$ cat config.mk
export PLATFORM = sky130hd
export DESIGN_NAME = dtc_core
export DESIGN_NICKNAME = d
export VERILOG_FILES = /design/src/common/dtc_pkg.sv /design/src/design/dtc_core.sv
export SDC_FILE = /design/constraint.sdc
export NUM_CORES = 1
export LEC_CHECK = 0
export ABC_CLOCK_PERIOD_IN_PS = 2600
export BUFFER_PORTS_ARGS = -buffer_cell sky130_fd_sc_hd__buf_4
export CAP_MARGIN = 20
export CORE_ASPECT_RATIO = 1.25
export CORE_MARGIN = 1.5
export CORE_UTILIZATION = 40
export DETAILED_ROUTE_END_ITERATION = 10
export GPL_TIMING_DRIVEN = 1
export PLACE_DENSITY_LB_ADDON = 0.1
export SYNTH_ARGS = -nofsm -noshare
export SYNTH_HDL_FRONTEND = slang
export SYNTH_SLANG_ARGS = --single-unit
$ cat constraint.sdc
create_clock -name I_REF_CLK -period 2.6 [get_ports I_REF_CLK]
set_clock_uncertainty 0.1 [all_clocks]
set_input_delay 0.52 -clock I_REF_CLK [delete_from_list [all_inputs] [get_ports I_REF_CLK]]
set_output_delay 0.52 -clock I_REF_CLK [all_outputs]
set_load 0.03 [all_outputs]
$ cat src/common/dtc_pkg.sv
// package of constants for the dual-channel temperature conversion controller
package dtc_pkg;
  // ---------------------------------------------------------------
  // timing
  // ---------------------------------------------------------------
  localparam int CLK_HZ             = 10000000;   // reference clock rate
  localparam int INTEG_TIME_MS      = 60;         // per-channel integration window
  localparam int CYCLE_TIME_MS      = 125;        // whole two-channel cycle
  localparam int INTEG_CYCLES       = CLK_HZ / 1000 * INTEG_TIME_MS;
  localparam int CYCLE_CYCLES       = CLK_HZ / 1000 * CYCLE_TIME_MS;
  localparam int SETTLE_CYCLES_DFLT = (CYCLE_CYCLES - 2 * INTEG_CYCLES) / 2;
  // ---------------------------------------------------------------
  // data layout
  // ---------------------------------------------------------------
  localparam int TEMP_W    = 8;                   // result width
  localparam int ADC_W     = 9;                   // half-degree raw code width
  localparam int CNT_W     = 24;                  // cycle counter width
  localparam logic [7:0] TEMP_RST = 8'h00;        // reset value of results
  localparam logic [7:0] HI_RST   = 8'h7f;        // reset value of high limits
  localparam logic [7:0] LO_RST   = 8'hc9;        // reset value of low limits
  localparam logic [1:0] CH_REMOTE = 2'h1;        // mux select, remote diode
  localparam logic [1:0] CH_LOCAL  = 2'h2;        // mux select, local diode
  localparam logic [1:0] CH_NONE   = 2'h0;        // bias off
  // ---------------------------------------------------------------
  // sequencer states
  // ---------------------------------------------------------------
  typedef enum logic [2:0] {
    DTC_IDLE,
    DTC_SETTLE_R,
    DTC_CONV_R,
    DTC_SETTLE_L,
    DTC_CONV_L,
    DTC_LOAD
  } dtc_state_e;
endpackage

$ cat src/design/dtc_core.sv
// conversion sequencer, result registers and alarm compare of the thermometer
`timescale 1ns/100ps
// Notes on behaviour
// - latch address select pins once after reset
// - sleep input low means standby, high operate
// - hardware standby keeps results and thresholds unchanged; a one-shot in software standby loads results
// - alert only pulls low or releases
// - data line open drain, clock input only
// - each conversion yields eight bits per channel
// - two result registers compared with four limits
// - each channel integrates for sixty milliseconds
// - bias steered remote then local each cycle
// - started cycle converts both channels
// - both channels always measured
// - start by command or auto timer
// - busy set only while cycle runs
// - results hold previous values during conversion
// - hardware standby, or a rise of software standby, aborts cycle without updating results
// - one-shot ignored in hardware standby only
// - twos complement degrees, half-degree rounding
// - full cycle lasts about 125 ms
module dtc_core #(
  parameter int SETTLE_CYCLES = dtc_pkg::SETTLE_CYCLES_DFLT, // gap before each integration
  parameter int INTEG_CYC     = dtc_pkg::INTEG_CYCLES         // integration length
) (
  // clock and reset
  input  wire logic       I_REF_CLK,
  input  wire logic       I_SYS_RST,
  // pins
  input  wire logic       I_ADDR_SELECT_LOW_PIN,
  input  wire logic       I_ADDR_SELECT_HIGH_PIN,
  input  wire logic       I_HW_SLEEP_INPUT_N,
  input  wire logic       I_SERIAL_CLOCK_LINE,
  input  wire logic       I_SERIAL_DATA_LINE,
  output logic            O_SERIAL_DATA_LINE,
  output logic            O_SERIAL_DATA_LINE_OE,
  output logic            O_ALERT_N,
  output logic            O_ALERT_N_OE,
  // control from the serial front end (same clock)
  input  wire logic       I_SW_STANDBY,
  input  wire logic       I_ONE_SHOT,
  input  wire logic       I_AUTO_START,
  input  wire logic       I_SDA_PULL,
  input  wire logic       I_LIMIT_WE,
  input  wire logic [1:0] I_LIMIT_SEL,
  input  wire logic [7:0] I_LIMIT_DATA,
  // analog front end (same clock)
  input  wire logic [8:0] I_ADC_CODE,
  output logic [1:0]      O_BIAS_SEL,
  // status and results
  output logic [1:0]      O_ADDR_STRAP,
  output logic            O_BUSY,
  output logic            O_STANDBY,
  output logic [7:0]      O_TEMP_REMOTE,
  output logic [7:0]      O_TEMP_LOCAL,
  output logic [3:0]      O_ALARM_FLAGS,
  output logic [1:0]      O_SCL_SYNC_SDA_SYNC
);
  // ---------------------------------------------------------------
  // helpers
  // ---------------------------------------------------------------
  // raw code is half-degree twos complement; add half a degree, drop lsb
  function automatic logic [7:0] round_code(input logic [8:0] raw);
    logic [9:0] sum;
    sum = {raw[8], raw} + 10'h001;
    if (sum[9] != sum[8])
      return sum[9] ? 8'h80 : 8'h7f;  // clamp on overflow
    return sum[8:1];
  endfunction

  // ---------------------------------------------------------------
  // pin synchronisers
  // ---------------------------------------------------------------
  logic [3:0] sync1;          // first stage, read only by second
  logic [3:0] sync2;          // second stage
  logic       strap_taken;    // strap capture done
  logic       hw_sleep;       // synchronised standby request

  // two flops on every pin input
  always_ff @(posedge I_REF_CLK) begin
    if (I_SYS_RST) begin
      // idle levels: both serial lines high, sleep pin in operate, so no
      // false standby is seen in the first cycles after reset
      sync1 <= 4'he;
      sync2 <= 4'he;
    end else begin
      sync1 <= {I_SERIAL_DATA_LINE, I_SERIAL_CLOCK_LINE, I_HW_SLEEP_INPUT_N,
                I_ADDR_SELECT_HIGH_PIN ^ I_ADDR_SELECT_LOW_PIN ^ I_ADDR_SELECT_LOW_PIN};
      sync2 <= sync1;
    end
  end

  logic [1:0] strap_s1;       // address pins, first stage
  logic [1:0] strap_s2;       // address pins, second stage
  always_ff @(posedge I_REF_CLK) begin
    if (I_SYS_RST) begin
      strap_s1 <= 2'h0;
      strap_s2 <= 2'h0;
    end else begin
      strap_s1 <= {I_ADDR_SELECT_HIGH_PIN, I_ADDR_SELECT_LOW_PIN};
      strap_s2 <= strap_s1;
    end
  end

  assign hw_sleep = ~sync2[1];  // low level means standby

  // ---------------------------------------------------------------
  // address strap capture
  // ---------------------------------------------------------------
  // take the pins once, after the synchroniser has filled
  logic [1:0] strap_wait;     // fill delay after reset
  always_ff @(posedge I_REF_CLK) begin
    if (I_SYS_RST) begin
      strap_wait   <= 2'h0;
      strap_taken  <= 1'b0;
      O_ADDR_STRAP <= 2'h0;
    end else if (!strap_taken) begin
      if (strap_wait == 2'h3) begin
        O_ADDR_STRAP <= strap_s2;   // later pin changes ignored
        strap_taken  <= 1'b1;
      end else begin
        strap_wait <= strap_wait + 2'h1;
      end
    end
  end

  // ---------------------------------------------------------------
  // serial pin drivers
  // ---------------------------------------------------------------
  // data line only pulls low; clock line is never driven
  always_ff @(posedge I_REF_CLK) begin
    if (I_SYS_RST) begin
      O_SERIAL_DATA_LINE    <= 1'b0;
      O_SERIAL_DATA_LINE_OE <= 1'b0;
      O_SCL_SYNC_SDA_SYNC   <= 2'h3;
    end else begin
      O_SERIAL_DATA_LINE    <= 1'b0;          // drive value fixed low
      O_SERIAL_DATA_LINE_OE <= I_SDA_PULL;    // release or pull low
      O_SCL_SYNC_SDA_SYNC   <= sync2[3:2];    // sampled clock and data
    end
  end

  // ---------------------------------------------------------------
  // sequencer
  // ---------------------------------------------------------------
  dtc_pkg::dtc_state_e state;       // current step
  logic [dtc_pkg::CNT_W-1:0] cnt;   // step timer
  logic [7:0] res_remote;           // remote result held until load

  logic standby;                    // either standby source
  logic start_req;                  // a start is accepted this cycle
  assign standby   = hw_sleep | I_SW_STANDBY;
  // one-shot works in software standby, not hardware
  assign start_req = (I_ONE_SHOT & ~hw_sleep) | (I_AUTO_START & ~standby);

  logic sw_hw_sleep_input_q;                  // software standby, one cycle late
  logic abort;                      // running cycle is cut this cycle
  // software standby cuts a cycle only on its rising edge, so a one-shot
  // issued while software standby is held still runs to the end
  assign abort = (state != dtc_pkg::DTC_IDLE) &&
                 (hw_sleep || (I_SW_STANDBY && !sw_hw_sleep_input_q));

  // remembers the software standby level so that its rise can be seen
  always_ff @(posedge I_REF_CLK) begin
    if (I_SYS_RST) begin
      sw_hw_sleep_input_q <= 1'b0;
    end else begin
      sw_hw_sleep_input_q <= I_SW_STANDBY;
    end
  end

  always_ff @(posedge I_REF_CLK) begin
    if (I_SYS_RST) begin
      state      <= dtc_pkg::DTC_IDLE;
      cnt        <= '0;
      res_remote <= dtc_pkg::TEMP_RST;
    end else if (abort) begin
      // either standby source truncates; nothing is latched
      state <= dtc_pkg::DTC_IDLE;
      cnt   <= '0;
    end else begin
      case (state)
        dtc_pkg::DTC_IDLE: begin
          cnt <= '0;
          if (start_req)
            state <= dtc_pkg::DTC_SETTLE_R;
        end
        dtc_pkg::DTC_SETTLE_R: begin
          if (cnt == dtc_pkg::CNT_W'(SETTLE_CYCLES - 1)) begin
            cnt   <= '0;
            state <= dtc_pkg::DTC_CONV_R;
          end else
            cnt <= cnt + 1'b1;
        end
        dtc_pkg::DTC_CONV_R: begin
          if (cnt == dtc_pkg::CNT_W'(INTEG_CYC - 1)) begin
            cnt        <= '0;
            res_remote <= round_code(I_ADC_CODE);
            state      <= dtc_pkg::DTC_SETTLE_L;       // local always follows
          end else
            cnt <= cnt + 1'b1;
        end
        dtc_pkg::DTC_SETTLE_L: begin
          if (cnt == dtc_pkg::CNT_W'(SETTLE_CYCLES - 1)) begin
            cnt   <= '0;
            state <= dtc_pkg::DTC_CONV_L;
          end else
            cnt <= cnt + 1'b1;
        end
        dtc_pkg::DTC_CONV_L: begin
          if (cnt == dtc_pkg::CNT_W'(INTEG_CYC - 1)) begin
            cnt   <= '0;
            state <= dtc_pkg::DTC_LOAD;                // both channels done
          end else
            cnt <= cnt + 1'b1;
        end
        dtc_pkg::DTC_LOAD: begin
          state <= dtc_pkg::DTC_IDLE;
        end
        default: begin
          state <= dtc_pkg::DTC_IDLE;
          cnt   <= '0;
        end
      endcase
    end
  end

  // ---------------------------------------------------------------
  // mux steering, busy and standby status
  // ---------------------------------------------------------------
  always_ff @(posedge I_REF_CLK) begin
    if (I_SYS_RST) begin
      O_BIAS_SEL <= dtc_pkg::CH_NONE;
      O_BUSY     <= 1'b0;
      O_STANDBY  <= 1'b0;
    end else begin
      O_STANDBY <= standby;
      // bias turns on with busy and off as soon as a cycle is cut
      if (abort) begin
        O_BIAS_SEL <= dtc_pkg::CH_NONE;                // cut cycle, bias off
      end else begin
        case (state)
          dtc_pkg::DTC_IDLE: begin
            O_BIAS_SEL <= start_req ? dtc_pkg::CH_REMOTE : dtc_pkg::CH_NONE;
          end
          dtc_pkg::DTC_SETTLE_R, dtc_pkg::DTC_CONV_R: O_BIAS_SEL <= dtc_pkg::CH_REMOTE;
          dtc_pkg::DTC_SETTLE_L, dtc_pkg::DTC_CONV_L: O_BIAS_SEL <= dtc_pkg::CH_LOCAL;
          default:                                    O_BIAS_SEL <= dtc_pkg::CH_NONE;
        endcase
      end
      // busy from start through load, dropped on abort
      O_BUSY <= (state == dtc_pkg::DTC_IDLE) ? start_req
              : (state != dtc_pkg::DTC_LOAD) && !abort;
    end
  end

  // ---------------------------------------------------------------
  // result and limit registers
  // ---------------------------------------------------------------
  logic [7:0] lim [4];        // remote hi, remote lo, local hi, local lo

  // results change only on a completed load
  always_ff @(posedge I_REF_CLK) begin
    if (I_SYS_RST) begin
      O_TEMP_REMOTE <= dtc_pkg::TEMP_RST;
      O_TEMP_LOCAL  <= dtc_pkg::TEMP_RST;
    end else if (state == dtc_pkg::DTC_LOAD && !abort) begin
      O_TEMP_REMOTE <= res_remote;                     // both together
      O_TEMP_LOCAL  <= round_code(I_ADC_CODE);
    end
  end

  // limits written only by the host, never by standby
  always_ff @(posedge I_REF_CLK) begin
    if (I_SYS_RST) begin
      lim[0] <= dtc_pkg::HI_RST;
      lim[1] <= dtc_pkg::LO_RST;
      lim[2] <= dtc_pkg::HI_RST;
      lim[3] <= dtc_pkg::LO_RST;
    end else if (I_LIMIT_WE) begin
      lim[I_LIMIT_SEL] <= I_LIMIT_DATA;
    end
  end

  // ---------------------------------------------------------------
  // alarm compare and alert pin
  // ---------------------------------------------------------------
  // signed compare against four limits on every clock
  always_ff @(posedge I_REF_CLK) begin
    if (I_SYS_RST) begin
      O_ALARM_FLAGS <= 4'h0;
    end else begin
      O_ALARM_FLAGS <= {$signed(O_TEMP_LOCAL)  < $signed(lim[3]),
                        $signed(O_TEMP_LOCAL)  > $signed(lim[2]),
                        $signed(O_TEMP_REMOTE) < $signed(lim[1]),
                        $signed(O_TEMP_REMOTE) > $signed(lim[0])};
    end
  end

  // open drain: output value always low, enable pulls
  always_ff @(posedge I_REF_CLK) begin
    if (I_SYS_RST) begin
      O_ALERT_N    <= 1'b0;
      O_ALERT_N_OE <= 1'b0;
    end else begin
      O_ALERT_N    <= 1'b0;
      O_ALERT_N_OE <= |O_ALARM_FLAGS;
    end
  end
endmodule

==> results of run 1 <==
-- area by class of cell --
cell class                 instances  area [um^2]  share of cell area [%]
inverter                          45          169                    2.67
multi-input combinational        393         2560                    40.5
sequential                       111         2540                    40.1
timing repair buffer              68          510                    8.06
tap                              171          214                    3.38
clock buffer                      13          293                    4.62
clock inverter                     3         43.8                   0.691
-- power by group --
part / total, mW / switching (mW) / leakage (nW) / internal, mW
sequential: 1.90 / 0.0380 / 0.959 / 1.86
combinational: 0.343 / 0.194 / 1.45 / 0.149
clock: 1.50 / 0.609 / 0.166 / 0.893
-- layer usage --
metal	vias to the layer above	share of wire, %	global-route usage [%]
met5	-	0	0
met4	0	1.8	5.85
met3	14	3.2	2.96
met2	74	47	28.4
met1	1851	48	23.5
li1	2067	-	-
-- through the flow --
step / std cells / util [%] / worst slack, ns / power [mW]
3_3_place_gp: 788 / 45.5 / 0.451 / 2.26
5_1_grt: 804 / 48.1 / 0.158 / 3.90
3_5_place_dp: 788 / 45.5 / 0.361 / 2.28
2_1_floorplan: 569 / - / 0.627 / 2.15
6_report: 804 / 48.1 / 0.357 / 3.74
4_1_cts: 804 / 48.1 / 0.354 / 3.78
-- synthesized netlist by cell type, drive strengths merged, types with 4 or more instances --
| library cell | count | area, um^2 |
|---|---|---|
| nand4 | 13 | 81.3 |
| nor2 | 64 | 240 |
| and2 | 11 | 68.8 |
| edfxtp | 32 | 961 |
| nand2 | 39 | 149 |
| or2 | 13 | 81.3 |
| ha | 33 | 413 |
| xor2 | 14 | 123 |
| nor4 | 7 | 73.8 |
| a21o | 5 | 37.5 |
| dfxtp | 79 | 1580 |
| clkbuf | 10 | 37.5 |
| a211oi | 5 | 37.5 |
| nand3 | 17 | 85.1 |
| o21a | 4 | 30.0 |
| nor2b | 10 | 62.6 |
| nand2b | 29 | 181 |
| a21oi | 32 | 160 |
| buf | 10 | 52.6 |
| inv | 45 | 169 |
| and3 | 7 | 43.8 |
| o21ai | 17 | 85.1 |
| xnor2 | 10 | 87.6 |
| and4 | 5 | 46.3 |
| nor3 | 9 | 45.0 |
| or3 | 4 | 25.0 |
| mux2i | 11 | 110 |
-- worst max-delay path: cells and delay by family (launching register included) --
kind	cells	cell delay, ns
mux	1	0.25
fa+ha+maj	1	0.23
flops	1	0.39
simple gates	5	1.14
-- cells by family after synthesis --
kind of cell	Yosys count	share of synthesized area, %
xor gates and xnor gates	24	3.92
DFF	111	47.4
and+or+nand+nor	237	23.9
other	1	0.0700
buffers and inverters	65	4.83
muxes	13	2.47
adders and majority gates	33	7.70
AOI/OAI and AO/OA	84	9.71
-- final timing paths --
check,start,endpoint,depth (start not counted)
worst max-delay path,cnt[0],res_remote[2],7
worst min-delay path,I_SERIAL_CLOCK_LINE,sync1[2],2
worst max register to register,cnt[0],res_remote[2],7
worst min register to register,sync1[3],sync2[3],1
-- registers in the layout (all words and copies together), names as in the netlist, 2 cells and up --
name / flops
cnt: 24
O_SCL_SYNC_SDA_SYNC: 2
strap_s2: 2
lim: 32
sync2: 3
sync1: 3
res_remote: 8
O_ADDR_STRAP: 2
strap_s1: 2
strap_wait: 2
O_TEMP_LOCAL: 8
O_TEMP_REMOTE: 8
O_ALARM_FLAGS: 4
O_BIAS_SEL: 2
state: 3
==> summary.txt, run 1 <==
Run status = complete, no violations
Area Growth Syn to Fin = 18.2%
Routability cong. = 0.839
Clock Tree Buf Depth = 2
Peak VDD IR = 0.267 mV
CTS tree = yes
TritonCTS Buffers = 9
Core Box Area = 13200 um^2
Initial Utilization = 40.7%
CP Cell Sequence = ha_1 -> nor4b_4 -> and4_4 -> nand2_2 -> nor4_4 -> mux2i_1 -> nor2_1
Post-CTS Repair Setup Buffers = 0
First-pass GRT wire length = 19.4 mm
Worst-path clk slew = 0.07 ns
Final count of hold timing violations = 0
Number of max-cap violations = 0
CP endpoint kind = flop
Worst Setup Start Kind = flop
Antenna violations before repair = 0
Final instance area = 6330 um^2
DPL Wire Length = 8.89 mm
Die Y = 132 um
Drt drc = 0
Via count = 4006
Final min period = 2.24 ns
Hold slack = 0.253 ns
Setup_tns = 0 ns
Synth Flop Type = dfxtp_1
Fin crit share = 86.3%
Initial DRC count = 239
Cells after synthesis = 568
Crit path largest cell delay = 0.50 ns
Yosys cell types = 51
Die area = 14100 um^2
Pwr dens = 590 nW/um^2
RSZ-0062 raised after global routing = false
Syn. warnings = 0
Overall Global Routing Usage = 17.4%
Clock latency on the worst-skew pair = 0.35 ns
Seq cells post-synth = 111
Share of cells above drive strength 1 = 16.9%
Drt pass-1 iters = 6
Port-buffer cells = 60
Post-synthesis sequential area ratio = 47.4%
Most common cell after layout, fill and taps aside = dfxtp_1
Wire per inst = 14.5 um
# rows = 47
Setup violations, final = 0
WS Path Type = flop to flop
ANT cells = 0
Hold Path Class = input port to flop
Antenna Violating Nets Remaining = 0
Die width = 107 um
Crit-path max FO = 8
Hold Buf Count CTS = 0
Routed wire length = 11.7 mm
Number of flops mapped to enable cells by yosys = 32
Clock sink total = 111
Vias per cell = 4.98
Worst-Margin Slew = 0.640 ns
Nets = 692
Post-DP Area = 6000 um^2
Post-synthesis async set-or-reset flop share = 0%
Vias in the first global route = 3940
CP required = 2.72 ns
Final Max Slew Viols = 0
Largest net degree at the start of global routing = 36
CP max stage cell = nor4_4
IO Count = 63
CTS root buffer = clkbuf_16
CTS H-tree depth = 3
Post-CTS sizing = 0
Worst slew margin = 57.0%
Leakage = 2.57 nW
Synthesized area = 5360 um^2
FILL cells = 1288
Synth Area per Inst = 9.44 um^2
Worst R2R Setup Slack = 0.36 ns
Commonest non-fill, non-tap cells in the layout = dfxtp_1, buf_4, nor2_1
Worst EP arrival = 2.36 ns
FMAX = 446 MHz
GR Overflow Total = 0
No activity file was read; power rests on OpenSTA's default activity.
==> run 2: changes to the inputs <==
- REMOVE_ABC_BUFFERS: default -> 1
==> run 2 against run 1 <==
  * Clock power fell by 15%
  * Flip-flop and latch count did not move
  * Combinational power fell by 1%
  * Largest cell class unchanged
  * Largest power group unchanged
  * Wire length rose by 1.4%
  * Non-clock buffer count fell by 1
  * Clock-buffer cell count fell by 3
  * Fmax fell by 0.23%
==> summary.txt, run 2 (same netlist as run 1, synthesis figures left out) <==
Drt drc = 0 (unchanged)
Routability cong. = 0.800 (-4.7%)
Post-CTS Repair Setup Buffers = 0 (unchanged)
Post-DP Area = 5990 um^2 (-0.13%)
CP required = 2.74 ns (+0.02 ns)
CP delay by family, top = simple AND/OR/NAND/NOR gates
Overall Global Routing Usage = 17.9% (+0.43 points)
RR Startpoint = cnt[0]
Nets = 691 (-0.14%)
Final Max Slew Viols = 0 (unchanged)
CP Cell Sequence = ha_1 -> nor4b_4 -> and4_4 -> nand2_2 -> nor4_4 -> mux2i_1 -> nor2_1
DP Cell Count = 787 (-0.13%)
Port-buffer cells = 60 (unchanged)
Clock Tree Buf Depth = 2 (unchanged)
Switching part of the total = 24.3% (+1.8 points)
DPL Wire Length = 9.14 mm (+2.8%)
Final instance area = 6250 um^2 (-1.3%)
Initial Utilization = 40.7% (unchanged)
Vias in the first global route = 4064 (+3.1%)
Final count of hold timing violations = 0 (unchanged)
Routed wire length = 11.8 mm (+1.4%)
Hold Buf Count CTS = 0 (unchanged)
Via count = 4082 (+1.9%)
CP max stage cell = nor4_4
Most common cell after layout, fill and taps aside = dfxtp_1
Worst-path clk slew = 0.07 ns (about the same)
Hold Path Class = input port to flop
R2r endpoint = res_remote[6]
Die width = 107 um (unchanged)
Worst Hold End = sync1[2]
Wire per inst = 14.7 um (+1.5%)
Share of cells above drive strength 1 = 16.5% (-0.45 points)
TritonCTS Buffers = 9 (unchanged)
CTS root buffer = clkbuf_16
Hold Path Cell Cnt = 2 (unchanged)
Core Box Area = 13200 um^2 (unchanged)
First-pass GRT wire length = 19.7 mm (+1.6%)
Vias per cell = 5.08 (+2.0%)
Final std cells w/o fill = 803 (-0.12%)
Number of max-cap violations = 0 (unchanged)
Worst EP arrival = 2.39 ns (+0.03 ns)
Combinational share of power = 9.6% (+0.4 points)
Setup violations, final = 0 (unchanged)
Int Power = 2.65 mW (-8.5%)
FMAX = 445 MHz (-0.23%)
Worst slew margin = 58.6% (+1.6 points)
# rows = 47 (unchanged)
GR Util met3 = 2.96% (unchanged)
Die Y = 132 um (unchanged)
Max reg flops = 32 (unchanged)
Largest net degree at the start of global routing = 35 (-2.8%)
Drt pass-1 iters = 4 (-2)
Sequential share of power = 54.0% (+3.3 points)
Clock share of power = 36.3% (-3.8 points)
CP endpoint kind = flop
Fin crit share = 86.5% (+0.20 points)
WS Path Type = flop to flop
Antenna Violating Nets Remaining = 0 (unchanged)
Largest registers = lim x32, cnt x24
Worst Path Buf+Inv = 0 (unchanged)
Area Growth Syn to Fin = 16.7%
Largest Register = lim
Worst Setup Start Kind = flop
RSZ-0062 raised after global routing = false
Routing usage on met2 = 32.1% (+3.7 points)
Antenna violations before repair = 0 (unchanged)
Leakage = 2.54 nW (-1.5%)
Run status = complete, no violations
GR Overflow Total = 0 (unchanged)
Peak VDD IR = 0.390 mV (+46%)
Initial DRC count = 157 (-34%)
Commonest non-fill, non-tap cells in the layout = dfxtp_1, buf_4, nor2_1
GRT busiest layer = met2
Clock sink total = 111 (unchanged)
M1 GR Usage = 20.4% (-3.1 points)
Worst R2R Setup Slack = 0.35 ns (about the same)
Die area = 14100 um^2 (unchanged)
Psw = 0.851 mW (+1.2%)
Post-CTS sizing = 0 (unchanged)
CTS H-tree depth = 3 (unchanged)
Final min period = 2.25 ns (+0.00520 ns)
Crit path largest cell delay = 0.48 ns (-0.02 ns)
Clock latency on the worst-skew pair = 0.36 ns (about the same)
Crit-path max FO = 8 (unchanged)
Worst-Margin Slew = 0.617 ns (-0.0233 ns)
Pwr dens = 560 nW/um^2 (-5.1%)
IO Count = 63 (unchanged)
Hold_sp = I_SERIAL_CLOCK_LINE
ANT cells = 0 (unchanged)
Worst R2R Path Depth = 7 (unchanged)
CTS tree = yes
Setup_tns = 0 ns (unchanged)
[run 2: final cells by class]
type	count	area, um^2
clock inverters	6	35.0
clock buffers	10	229
well taps	171	214
flip-flops and latches	111	2540
repair buffers	67	503
multi-input cells	393	2560
fillers	1282	6920
inverters	45	169
[run 2: layer usage]
layer  vias up  share of wire, %
li1       2064                 -
met1      1925                42
met2        73                52
met3        20               3.0
met4         0               2.8
met5         -                 0
[run 2: power groups by stage]
stage                     clock [mW]  combinational [mW]  sequential, mW
final                           1.27               0.338            1.89
after global routing            1.37               0.382            1.90
after CTS                       1.32               0.344            1.89
after detailed placement           0               0.343            1.93
after global placement             0               0.336            1.93
after floorplan                    0               0.181            1.95
[run 2: worst max path at each step]
stage / from / to / slack, ns / cells past startpoint
after floorplan: state[0] / O_TEMP_LOCAL[6] / 0.64 / 4
after global placement: I_ADC_CODE[0] / O_TEMP_LOCAL[4] / 0.18 / 8
after detailed placement: I_ADC_CODE[0] / O_TEMP_LOCAL[4] / 0.20 / 8
after CTS: cnt[0] / res_remote[6] / 0.34 / 7
after global routing: cnt[0] / res_remote[3] / 0.18 / 7
final: cnt[0] / res_remote[6] / 0.35 / 7
[run 2: through the flow]
| step | hold WS [ns] | util, % | setup slack (ns) | power [mW] |
|---|---|---|---|---|
| after floorplan | 0.289 | - | 0.639 | 2.13 |
| after global placement | 0.292 | 45.5 | 0.179 | 2.27 |
| after detailed placement | 0.292 | 45.5 | 0.202 | 2.28 |
| after CTS | 0.234 | 47.5 | 0.343 | 3.56 |
| after global routing | 0.241 | 47.5 | 0.184 | 3.66 |
| final | 0.247 | 47.5 | 0.352 | 3.50 |
[run 2: worst register-to-register path: cells and delay by family (launching register included)]
kind	cells	cell delay [ns]
DFF	1	0.40
and+or+nand+nor	5	1.12
muxes	1	0.27
adders and majority gates	1	0.25
